--- config.mk ---
export PLATFORM = sky130hd
export DESIGN_NAME = rx_cell_extraction_readout
export DESIGN_NICKNAME = d
export VERILOG_FILES = /design/src/hdl/cell_extract_pkg.sv /design/src/hdl/cell_store.sv /design/src/hdl/rx_cell_extraction_readout.sv
export SDC_FILE = /design/constraint.sdc
export NUM_CORES = 1
export LEC_CHECK = 0
export BUFFER_PORTS_ARGS = -buffer_cell sky130_fd_sc_hd__buf_2
export CORE_MARGIN = 2
export CORE_UTILIZATION = 60
export CTS_CLUSTER_DIAMETER = 60
export DETAILED_ROUTE_END_ITERATION = 6
export GPL_TIMING_DRIVEN = 1
export MAX_ROUTING_LAYER = met4
export PLACE_DENSITY_LB_ADDON = 0.25
export RECOVER_POWER = 25
export SLEW_MARGIN = 20
export SYNTH_ARGS = -nofsm -noshare
export SYNTH_HDL_FRONTEND = slang
export SYNTH_SLANG_ARGS = --single-unit
export TNS_END_PERCENT = 30
--- constraint.sdc ---
create_clock -name mclk_in -period 4.77 [get_ports mclk_in]
set_input_delay 0.2385 -clock mclk_in [delete_from_list [all_inputs] [get_ports mclk_in]]
set_output_delay 0.2385 -clock mclk_in [all_outputs]
set_load 0.05 [all_outputs]
--- src/hdl/cell_extract_pkg.sv ---
// Constants and types for the receive cell extraction readout block
package cell_extract_pkg;
	localparam logic [11:0] OFS_IRQ_FLAGS = 12'h70B;
	localparam logic [11:0] OFS_IRQ_MASK = 12'h70F;
	localparam logic [11:0] OFS_MEM_CTRL = 12'h713;
	localparam logic [11:0] OFS_DATA_MSB = 12'h714;
	localparam logic [11:0] OFS_DATA_B2 = 12'h715;
	localparam logic [11:0] OFS_DATA_B1 = 12'h716;
	localparam logic [11:0] OFS_DATA_LSB = 12'h717;
	localparam int BIT_EXTRACT_IRQ = 5;
	localparam int BIT_EXTRACT_RSTN = 4;
	localparam int BIT_CELL_PRESENT = 3;
	localparam logic [7:0] MASK_RESET = 8'h20;
	localparam logic [7:0] MEM_CTRL_RESET = 8'h16;
	localparam logic [7:0] MEM_CTRL_WMASK = 8'h17;
	localparam int CELL_WORDS = 14;
	localparam int WORD_PTR_W = 4;
	localparam int CELL_SLOTS = 2;
	localparam int SLOT_W = 1;
	localparam logic [3:0] LAST_WORD = 4'hD;

	typedef struct packed {
		logic [11:0] addr;
		logic rd;
		logic wr;
		logic [7:0] wdata;
	} cpu_req_t;

	typedef struct packed {
		logic valid;
		logic [3:0] index;
		logic [31:0] data;
	} cell_word_t;
endpackage

--- src/hdl/cell_store.sv ---
// Two-cell word store for extracted cells, with cell-level occupancy
`timescale 1ns/1ps
module cell_store
(
	input wire logic mclk_in,
	input wire logic rstn_in,
	input wire logic flush_in,
	input wire cell_extract_pkg::cell_word_t wr_in,
	input wire logic rd_adv_in,
	output logic [31:0] rd_word_out,
	output logic cell_done_out,
	output logic present_out
);
	logic [31:0] mem [cell_extract_pkg::CELL_SLOTS][cell_extract_pkg::CELL_WORDS];
	logic [cell_extract_pkg::SLOT_W-1:0] wslot, rslot;
	logic [cell_extract_pkg::SLOT_W-1:0] next_wslot, next_rslot;
	logic [cell_extract_pkg::WORD_PTR_W-1:0] rptr, next_rptr;
	logic [1:0] count, next_count;
	logic done, next_done;
	logic write_last;
	logic read_last;

	// A word arriving while both slots are full is dropped; a cell counts only if its last word is stored
	assign write_last = wr_in.valid && wr_in.index == cell_extract_pkg::LAST_WORD
		&& count != 2'h2;
	assign read_last = rd_adv_in && count != 2'h0
		&& rptr == cell_extract_pkg::LAST_WORD;

	always_comb
	begin
		next_wslot = wslot;
		next_rslot = rslot;
		next_rptr = rptr;
		next_count = count;
		next_done = write_last;
		if (flush_in)
		begin
			next_wslot = '0;
			next_rslot = '0;
			next_rptr = '0;
			next_count = 2'h0;
			next_done = 1'b0;
		end
		else
		begin
			if (write_last)
				next_wslot = wslot + 1'b1;
			if (rd_adv_in && count != 2'h0)
				next_rptr = read_last ? '0 : rptr + 1'b1;
			if (read_last)
				next_rslot = rslot + 1'b1;
			if (write_last && !read_last)
				next_count = count + 2'h1;
			else if (read_last && !write_last)
				next_count = count - 2'h1;
		end
	end

	always_ff @(posedge mclk_in or negedge rstn_in)
	begin
		if (!rstn_in)
		begin
			wslot <= '0;
			rslot <= '0;
			rptr <= '0;
			count <= 2'h0;
			done <= 1'b0;
			present_out <= 1'b0;
		end
		else
		begin
			wslot <= next_wslot;
			rslot <= next_rslot;
			rptr <= next_rptr;
			count <= next_count;
			done <= next_done;
			present_out <= next_count != 2'h0;
		end
	end

	always_ff @(posedge mclk_in)
	begin
		if (wr_in.valid && count != 2'h2 && !flush_in)
			mem[wslot][wr_in.index] <= wr_in.data;
	end

	assign rd_word_out = mem[rslot][rptr];
	assign cell_done_out = done;
endmodule

--- src/hdl/rx_cell_extraction_readout.sv ---
// Receive cell extraction buffer readout with interrupt and byte registers
`timescale 1ns/1ps
module rx_cell_extraction_readout
(
	input wire logic mclk_in,
	input wire logic rstn_in,
	input wire logic [11:0] addr_in,
	input wire logic rd_in,
	input wire logic wr_in,
	input wire logic [7:0] wdata_in,
	input wire logic cell_word_valid_in,
	input wire logic [3:0] cell_word_index_in,
	input wire logic [31:0] cell_word_data_in,
	input wire logic [5:0] other_irq_events_in,
	output logic [7:0] rdata_out,
	output logic rdata_valid_out,
	output logic int_n_out
);
	cell_extract_pkg::cpu_req_t req;
	cell_extract_pkg::cell_word_t cell_word;
	logic [7:0] irq_flags, next_irq_flags;
	logic [7:0] irq_mask, next_irq_mask;
	logic [7:0] mem_ctrl, next_mem_ctrl;
	logic [7:0] next_rdata;
	logic next_rdata_valid;
	logic next_int_n;
	logic [31:0] cur_word;
	logic cell_done;
	logic present;
	logic flush;
	logic rd_adv;
	logic [7:0] events;
	logic [cell_extract_pkg::WORD_PTR_W-1:0] word_cnt, next_word_cnt;

	assign req = '{addr: addr_in, rd: rd_in, wr: wr_in, wdata: wdata_in};
	assign cell_word = '{valid: cell_word_valid_in,
		index: cell_word_index_in, data: cell_word_data_in};

	// Held reset bit low keeps the buffer empty until software releases it
	assign flush = !mem_ctrl[cell_extract_pkg::BIT_EXTRACT_RSTN];
	assign rd_adv = req.rd && req.addr == cell_extract_pkg::OFS_DATA_LSB;

	cell_store u_store
	(
		.mclk_in(mclk_in),
		.rstn_in(rstn_in),
		.flush_in(flush),
		.wr_in(cell_word),
		.rd_adv_in(rd_adv),
		.rd_word_out(cur_word),
		.cell_done_out(cell_done),
		.present_out(present)
	);

	always_comb
	begin
		events = 8'h00;
		events[cell_extract_pkg::BIT_EXTRACT_IRQ] = cell_done;
		events[4] = other_irq_events_in[5];
		events[3:0] = other_irq_events_in[3:0];
	end

	always_comb
	begin
		next_irq_flags = irq_flags;
		next_irq_mask = irq_mask;
		next_mem_ctrl = mem_ctrl;
		next_rdata = 8'h00;
		next_rdata_valid = req.rd;
		if (req.rd && req.addr == cell_extract_pkg::OFS_IRQ_FLAGS)
			next_irq_flags = 8'h00;
		// Set wins over a clear-on-read in the same cycle
		next_irq_flags = next_irq_flags | (events & 8'h3F);
		if (req.wr && req.addr == cell_extract_pkg::OFS_IRQ_MASK)
			next_irq_mask = req.wdata & 8'h3F;
		if (req.wr && req.addr == cell_extract_pkg::OFS_MEM_CTRL)
			next_mem_ctrl = (req.wdata & cell_extract_pkg::MEM_CTRL_WMASK)
				| (mem_ctrl & 8'h08);
		next_mem_ctrl[cell_extract_pkg::BIT_CELL_PRESENT] = present;
		if (req.rd)
		begin
			case (req.addr)
				cell_extract_pkg::OFS_IRQ_FLAGS: next_rdata = irq_flags;
				cell_extract_pkg::OFS_IRQ_MASK: next_rdata = irq_mask;
				cell_extract_pkg::OFS_MEM_CTRL: next_rdata = mem_ctrl;
				cell_extract_pkg::OFS_DATA_MSB: next_rdata = cur_word[31:24];
				cell_extract_pkg::OFS_DATA_B2: next_rdata = cur_word[23:16];
				cell_extract_pkg::OFS_DATA_B1: next_rdata = cur_word[15:8];
				cell_extract_pkg::OFS_DATA_LSB: next_rdata = cur_word[7:0];
				default: next_rdata = 8'h00;
			endcase
		end
		// Output follows the registered flags, so it lags the flag by one cycle
		next_int_n = !(|(irq_flags & irq_mask));
	end

	always_ff @(posedge mclk_in or negedge rstn_in)
	begin
		if (!rstn_in)
		begin
			irq_flags <= 8'h00;
			irq_mask <= cell_extract_pkg::MASK_RESET;
			mem_ctrl <= cell_extract_pkg::MEM_CTRL_RESET;
			rdata_out <= 8'h00;
			rdata_valid_out <= 1'b0;
			int_n_out <= 1'b1;
		end
		else
		begin
			irq_flags <= next_irq_flags;
			irq_mask <= next_irq_mask;
			mem_ctrl <= next_mem_ctrl;
			rdata_out <= next_rdata;
			rdata_valid_out <= next_rdata_valid;
			int_n_out <= next_int_n;
		end
	end

	// Shadow of the store's word pointer, so cell length is checked here
	always_comb
	begin
		next_word_cnt = word_cnt;
		if (flush)
			next_word_cnt = '0;
		else if (rd_adv && present)
			next_word_cnt = (word_cnt == cell_extract_pkg::LAST_WORD) ? '0
				: word_cnt + 4'h1;
	end

	always_ff @(posedge mclk_in or negedge rstn_in)
	begin
		if (!rstn_in)
			word_cnt <= '0;
		else
			word_cnt <= next_word_cnt;
	end

	AST_FLAG_SET: assert property (@(posedge mclk_in)
		disable iff (!rstn_in)
		cell_done |=> irq_flags[5])
		else $error("extraction flag not set");
	AST_IRQ_LOW: assert property (@(posedge mclk_in)
		disable iff (!rstn_in)
		cell_done && irq_mask[5] |-> ##2 !int_n_out)
		else $error("interrupt not asserted");
	AST_IRQ_REL: assert property (@(posedge mclk_in)
		disable iff (!rstn_in)
		(irq_flags & irq_mask) == 8'h00 |=> int_n_out)
		else $error("interrupt not released");
	AST_CLR_READ: assert property (@(posedge mclk_in)
		disable iff (!rstn_in)
		req.rd && req.addr == cell_extract_pkg::OFS_IRQ_FLAGS && !cell_done
		&& other_irq_events_in == 6'h00 |=> !irq_flags[5])
		else $error("flags not cleared on read");
	AST_BYTE3: assert property (@(posedge mclk_in)
		disable iff (!rstn_in)
		req.rd && req.addr == cell_extract_pkg::OFS_DATA_MSB
		|=> rdata_out == $past(cur_word[31:24]))
		else $error("byte 3 wrong");
	AST_BYTE0: assert property (@(posedge mclk_in)
		disable iff (!rstn_in)
		req.rd && req.addr == cell_extract_pkg::OFS_DATA_LSB
		|=> rdata_out == $past(cur_word[7:0]))
		else $error("byte 0 wrong");
	AST_PRESENT: assert property (@(posedge mclk_in)
		disable iff (!rstn_in)
		##1 mem_ctrl[3] == $past(present))
		else $error("present flag mismatch");
	AST_FLUSH: assert property (@(posedge mclk_in)
		disable iff (!rstn_in)
		flush [*2] |-> !present)
		else $error("buffer not flushed");

	// Read path, register housekeeping and cell length
	AST_BYTE2: assert property (@(posedge mclk_in)
		disable iff (!rstn_in)
		req.rd && req.addr == cell_extract_pkg::OFS_DATA_B2
		|=> rdata_out == $past(cur_word[23:16]))
		else $error("byte 2 wrong");
	AST_BYTE1: assert property (@(posedge mclk_in)
		disable iff (!rstn_in)
		req.rd && req.addr == cell_extract_pkg::OFS_DATA_B1
		|=> rdata_out == $past(cur_word[15:8]))
		else $error("byte 1 wrong");
	AST_RD_VALID: assert property (@(posedge mclk_in)
		disable iff (!rstn_in)
		req.rd |=> rdata_valid_out)
		else $error("read answer missing");
	AST_RD_IDLE: assert property (@(posedge mclk_in)
		disable iff (!rstn_in)
		!req.rd |=> !rdata_valid_out && rdata_out == 8'h00)
		else $error("read answer outside a read");
	AST_IRQ_HOLD: assert property (@(posedge mclk_in)
		disable iff (!rstn_in)
		(irq_flags & irq_mask) != 8'h00 |=> !int_n_out)
		else $error("interrupt released early");
	AST_FLAGS_KEEP: assert property (@(posedge mclk_in)
		disable iff (!rstn_in)
		!(req.rd && req.addr == cell_extract_pkg::OFS_IRQ_FLAGS)
		&& events == 8'h00 |=> irq_flags == $past(irq_flags))
		else $error("flags changed without cause");
	AST_MASK_WR: assert property (@(posedge mclk_in)
		disable iff (!rstn_in)
		req.wr && req.addr == cell_extract_pkg::OFS_IRQ_MASK
		|=> irq_mask == ($past(req.wdata) & 8'h3F))
		else $error("enable write lost");
	AST_MASK_KEEP: assert property (@(posedge mclk_in)
		disable iff (!rstn_in)
		!(req.wr && req.addr == cell_extract_pkg::OFS_IRQ_MASK)
		|=> $stable(irq_mask))
		else $error("enable changed without write");
	AST_CTRL_WR: assert property (@(posedge mclk_in)
		disable iff (!rstn_in)
		req.wr && req.addr == cell_extract_pkg::OFS_MEM_CTRL
		|=> mem_ctrl[4] == $past(req.wdata[4]))
		else $error("buffer reset bit write lost");
	AST_CTRL_KEEP: assert property (@(posedge mclk_in)
		disable iff (!rstn_in)
		!(req.wr && req.addr == cell_extract_pkg::OFS_MEM_CTRL)
		|=> $stable(mem_ctrl[4]))
		else $error("buffer reset bit changed without write");
	AST_FLUSH_QUIET: assert property (@(posedge mclk_in)
		disable iff (!rstn_in)
		flush |=> !cell_done)
		else $error("cell completed during flush");
	AST_CELL_LEN: assert property (@(posedge mclk_in)
		disable iff (!rstn_in)
		rd_adv && present && !flush
		&& word_cnt != cell_extract_pkg::LAST_WORD |=> present)
		else $error("cell left before its last word");
	AST_PRESENT_SEEN: assert property (@(posedge mclk_in)
		disable iff (!rstn_in)
		cell_done |-> present)
		else $error("new cell not shown as present");
endmodule

[Word level (Yosys, flattened, before mapping)]
Memory sizes are Yosys's and may differ from the RTL's.
Cells that the tools add are included.
Storage, ports and cells
  output and inout bits: 10
  register bits: 42
  logic and storage cells: 80
  RAM bits: 896
  bits in latches: 0
  memory bits (read-only): 0
  memories: 1
  input port bits: 67
Operators by class
  multipliers: 0
  shift operators: 0
  $lt $le $gt $ge: 3
  reduce and logical (&&, ||, !) cells: 19
  div/mod/pow operators: 0
  $add $sub $neg: 5
  bitwise logic cells: 5
  muxes and demuxes: 21
  eq/ne operators: 13
Memory list
  u_store.mem: words 2, bits a word 448, rd ports 1, clocked after Yosys merged registers in 0, wr ports 1, line cell_store.sv:14  | logic [31:0] mem [cell_extract_pkg::CELL_SLOTS][cell_extract_pkg::CELL_WORDS];
Operator list (number)
  $mux 448: 1
  $bmux 32 s4: 1
  $demux 32 s4: 1
  $mux 32: 3
  $eq 12x11->1 const B: 7
  $pmux 8 s7: 1
  $mux 8: 2
  $logic_and 1x1->1: 13
  $mux 4: 3
  $ge 5x5->1 const B: 2
  $not 4->5: 2
  $and 8x6->8: 1
  $eq 4x4->1 const B: 2
  $or 8x6->8: 1
  $reduce_or 8->1: 1
  $mux 1: 6
  $mux 2: 3
  $ne 2x1->1 const B: 3
  $lt 5x1->1 const B: 1
  $or 5x4->5: 1
  $add 4x1->4 const B: 1
  $reduce_bool 2->1: 2
  $logic_not 1->1: 3
  $add 1x1->1 const B: 2
  other kinds (3): 3

[Longest topological paths before layout]
  word-level depth: 9
  mapped depth: 10
  gate-level depth less buffers: 7

[By module]
From an unflattened synthesis, not the netlist that was laid out.
Second synthesis, totals
  cells, all modules: 1733
  area total of the unflattened synthesis: 36211.0 um2
Modules (own cells, without submodules)
  cell_store: seq. area each 27156.0 um2, times used 1, area an instance 34723.3 um2, cells each 1616
  rx_cell_extraction_readout: seq. area each 681.9 um2, times used 1, area an instance 1487.7 um2, cells each 117

[Least setup slack after synthesis]
Ideal clock, no wire load.
  kind: register -> register
  from: register u_store.count[0]
  to: memory u_store.mem[0][352] (netlist bit) (enable)
  setup slack: 1.003 ns
  period minus slack after synthesis: 3.767 ns
  data required time: 4.309 ns
  buffers on the path: 0
  stages on the path, launching flop included: 7
  library setup time: 0.461 ns
  arrival time: 3.306 ns
  path through: dfrtp_1 inv_1 ha_1 nand2b_1 nor3_1 nand2b_1 nor3_1
Between the ends
  cells in the longest elaborated chain, start to end: 5
Ends and longest elaborated chain
  from (decl): line cell_store.sv:18  | logic [1:0] count, next_count;
  from (signal assigned): line cell_store.sv:75  | count <= next_count;
  $ne 2x2->1: line cell_store.sv:83  | if (wr_in.valid && count != 2'h2 && !flush_in)
  $logic_and 1x1->1 (2 in series): line cell_store.sv:83
  $mux 1: line cell_store.sv:83
  $mux 448 (not written as such): line cell_store.sv:84  | mem[wslot][wr_in.index] <= wr_in.data;
  to (decl): line cell_store.sv:14
Every way passes these cells.

[Worst setup path in the final report]
  from: register u_store.rslot
  to: register rdata_out[5]
Between the ends
  cells in the longest elaborated chain, start to end: 6
Ends and longest elaborated chain
  from (decl): line cell_store.sv:15  | logic [cell_extract_pkg::SLOT_W-1:0] wslot, rslot;
  from (signal assigned): line cell_store.sv:73  | rslot <= next_rslot;
  $mem_v2 2x448
  $bmux 32 s4: line cell_store.sv:87  | assign rd_word_out = mem[rslot][rptr];
  $mux 32 (not written as such) (2 in series): line cell_store.sv:87
  $pmux 8 s7: line rx_cell_extraction_readout.sv:82  | case (req.addr)
  $mux 8: line rx_cell_extraction_readout.sv:80  | if (req.rd)
  net next_rdata[5]: line rx_cell_extraction_readout.sv:24  | logic [7:0] next_rdata;
  to (signal assigned): line rx_cell_extraction_readout.sv:113  | rdata_out <= next_rdata;
  to (decl): line rx_cell_extraction_readout.sv:15  | output logic [7:0] rdata_out,
The timed path passes the listed nets, and every way through them passes these cells. The select of a mux whose other input is x is not followed.
A chain may end at the register's enable or synchronous reset.

==> impl_metrics.json <==
{
  "synthAdderAreaFrac_pct": 0.137,
  "initialDrtViolationCount": 2405,
  "core_region_area_sq_um": 60400,
  "synth-async-reset-ratio_pct": 3.97,
  "max-slew-margin-rel_pct": 22.6,
  "crit_type": "reg2reg",
  "timing.hold.worst.class": "in2reg",
  "crit_required_ns": 5.26,
  "hold_viol": 0,
  "synth-compound-area-share_pct": 3.69,
  "finalSetupTns_ns": 0,
  "die_span_in_x_um": 251,
  "pwr_density_cell_nw_per_um2": 407,
  "drt_pass1_iterations": 7,
  "clk-insertion-delay-late_ns": 0.65,
  "routed_wire_length_per_instance_um": 32.3,
  "core.rowCount": 90,
  "ys_seq_elements": 933,
  "fp.dieH_um": 251,
  "finalSetupViolCount": 0,
  "post_drt_via_cell_ratio": 6.82,
  "grt_pass1_vias": 19200,
  "grt_start_max_net_pins": 79,
  "filler_cell_count": 3762,
  "vdd_ir_drop_max_uv": 351,
  "cts_inserted_buffers": 90,
  "placed_cells_incl_taps": 2584,
  "tightest_slew_ns": 1.16,
  "grt_first_pass_wirelength_mm": 129,
  "fmax_ghz": 0.299,
  "synthesis.area_per_instance_sq_um": 20.7,
  "antenna_violations_before_repair": 1,
  "i_o_pin_count": 77,
  "portBuffers": 73,
  "vias": 18800,
  "clock_tree_root": "sky130_fd_sc_hd__clkbuf_16",
  "nets": 1978,
  "yosys.area.top_type_share_pct": 73.5,
  "number_of_enable_type_register_cells_in_the_synthesized_netlist": 896,
  "clk_pin_slew_worst_paths_ns": 0.07,
  "tritoncts": "done",
  "final_layout_size_suffix_gt1_share_pct": 26.3,
  "timing_max_transition_violations_final": 0,
  "dieArea_sq_um": 63000,
  "drc": 0,
  "final_min_period_over_clock_period_pct": 70.1,
  "syn_inst": 1768,
  "mappedNetlistArea_sq_um": 36600,
  "syn_nets": 1839,
  "synth_mux_area_share_pct": 14.7,
  "critical_path.max_fanout": 51,
  "synth.yosys.warnings": 0,
  "grt_setup_unrepaired": "false",
  "simple_gate_area_share_of_the_yosys_netlist_pct": 3.41,
  "combinational_family_with_the_most_area_after_synthesis": "multiplexers",
  "wirelength_routed_mm": 89.1,
  "critPathArrivalTime_ns": 3.83,
  "postcts_setup_bufs": 0,
  "route.antenna.remaining_nets": 0,
  "synthToLayoutAreaGrowth_pct": 12.0,
  "post-dp-hpwl_mm": 50.0,
  "grt_remaining_overflow": 0,
  "final_weighted_congestion_in_routability_driven_placement": 0.846,
  "cts.sinks": 933,
  "fin_cells": 2762,
  "synth-main-ff-cell": "sky130_fd_sc_hd__edfxtp_1",
  "synth_seq_area_share_pct": 76.0,
  "h-tree-depth": 3,
  "run_status": "complete, no violations",
  "post_synth_xor_area_fraction_pct": 0.109,
  "netlist_top_cells_area": "sky130_fd_sc_hd__edfxtp_1 (73%), sky130_fd_sc_hd__mux4_2 (9.8%), sky130_fd_sc_hd__dfrtp_1 (2.2%), sky130_fd_sc_hd__mux2_2 (2.0%), sky130_fd_sc_hd__mux2i_1 (1.6%)",
  "crit_path_end_kind": "register",
  "cp-start-kind": "register",
  "clockBufferDepth": 3,
  "ys_types": 75,
  "initial_core_util_pct": 60.7,
  "timing.max_cap.violations": 0,
  "p_leak_nw": 12.8,
  "track_usage_pct": 29.6,
  "netlist.top_cell.by_area": "sky130_fd_sc_hd__edfxtp_1",
  "worst_clock_skew_ns": 0.0233,
  "min_period_ns": 3.34
}
==> cells in the mapped netlist (all sizes together) (3+ instances only) <==
library cell / count
inv: 9
mux2: 66
nand2: 87
a211oi: 6
nand4b: 5
a22o: 3
a31oi: 12
a21o: 6
o22ai: 4
clkbuf: 37
mux4: 176
a21oi: 14
nand4: 4
nor2: 43
o211ai: 16
a22oi: 39
nand3: 44
nand2b: 6
a41oi: 3
and3: 6
and3b: 3
nor3: 9
o221ai: 5
nand3b: 3
nor2b: 12
nor4: 7
dfstp: 5
buf: 58
a32oi: 11
a221o: 3
nor3b: 5
edfxtp: 896
or3b: 4
a221oi: 24
ha: 4
mux2i: 59
o2bb2ai: 6
dfrtp: 32
o21ai: 7
==> routing by layer <==
metal	part of all wire, %	track usage (%)	vias to the layer above
li1	-	-	7689
met1	38	40.2	9822
met2	49	46.1	1142
met3	10	5.65	182
met4	3.2	10.2	0
met5	0	-	-
==> path summary, 6_finish.rpt <==
kind | startpoint | to | slack (ns) | cells past startpoint
min in group asynchronous | rstn_in | rdata_out[3] | 0.13 | 2
hold / removal | cell_word_data_in[3] | u_store.mem[1][163] | 0.07 | 1
setup reg to reg | u_store.rslot | rdata_out[5] | 1.43 | 6
setup / recovery | u_store.rslot | rdata_out[5] | 1.43 | 6
hold reg to reg | u_store.present_out | mem_ctrl[3] | 0.36 | 0
max in group asynchronous | rstn_in | u_store.rslot | 4.17 | 2
==> layout make-up <==
class / count / area (sq um) / share of cell area (%)
multi-input cells: 731 / 8270 / 20.2
flip-flops and latches: 933 / 27800 / 67.9
clock inverters: 60 / 544 / 1.33
repair buffers: 142 / 966 / 2.35
diodes: 1 / 2.50 / 0.00610
inverters: 9 / 33.8 / 0.0824
clock buffers: 104 / 2380 / 5.80
well taps: 782 / 978 / 2.39
==> power breakdown <==
part,total (mW),leakage (nW),switching [mW],internal [mW]
sequential,9.16,8.50,0.0459,9.11
clock,7.08,1.45,3.02,4.06
combinational,0.464,2.81,0.348,0.117
total,16.7,12.8,3.41,13.3
==> placed cells by master, fill, tap and decap left out, drive strengths merged, types with 7 or more instances in the layout <==
master       netlist  routed
nor3               9       9
edfxtp           896     896
mux4             176     176
dlygate4sd3        0      13
nor2              43      43
o21ai              7       7
a221oi            24      24
buf               58     107
nor2b             12      12
clkinv             0      47
mux2i             59      59
clkbuf            37     126
mux2              66      66
dfrtp             32      32
a22oi             39      39
o211ai            16      16
nor4               7       7
inv                9      13
nand2             87      87
a32oi             11      11
bufinv             0       9
a31oi             12      12
a21oi             14      14
nand3             44      44
==> state kept, by name (all words and copies together) (netlist names) <==
| signal | cells |
|---|---|
| rdata_out | 8 |
| u_store.present_out | 1 |
| u_store.rptr | 4 |
| irq_flags | 6 |
| irq_mask | 6 |
| mem_ctrl | 5 |
| rdata_valid_out | 1 |
| u_store.rslot | 1 |
| u_store.cell_done_out | 1 |
| u_store.mem | 896 |
| int_n_out | 1 |
| u_store.count | 2 |
| u_store.wslot | 1 |
==> through the flow <==
step	instance area, sq um	total power, mW	util [%]	setup WS (ns)	hold slack [ns]
floorplan	36600	9.50	-	1.00	-0.0571
global placement	38000	9.74	62.9	1.63	0.341
detailed placement	38000	9.78	62.9	1.56	0.340
CTS	41000	16.8	68.0	1.47	0.0284
global route	41000	17.1	68.0	1.38	0.0973
finish	41000	16.7	68.0	1.43	0.0659
==> cells by family after synthesis <==
| group | count (synthesis) |
|---|---|
| buffers and inverters | 104 |
| flip-flops | 933 |
| XOR/XNOR | 3 |
| adder cells (fa/ha/maj) | 4 |
| multiplexers | 301 |
| AND/OR/NAND/NOR | 248 |
| AO/OA/AOI/OAI | 175 |
==> timing repair <==
item / 4_1_cts / 5_1_grt
gates resized for setup: 0 / 0
endpoints found under the hold margin: 48 / 0
hold buffers: 13 / 0
==> critical path, cell delays in order, from the launching register on <==
cell	delay (ns)
sky130_fd_sc_hd__dfrtp_4	0.87
sky130_fd_sc_hd__buf_12	0.40
sky130_fd_sc_hd__mux4_2	0.56
sky130_fd_sc_hd__a22oi_1	0.33
sky130_fd_sc_hd__a31oi_1	0.16
sky130_fd_sc_hd__a32oi_1	0.60
sky130_fd_sc_hd__a31oi_1	0.18
(Power assumes the default switching activity.)
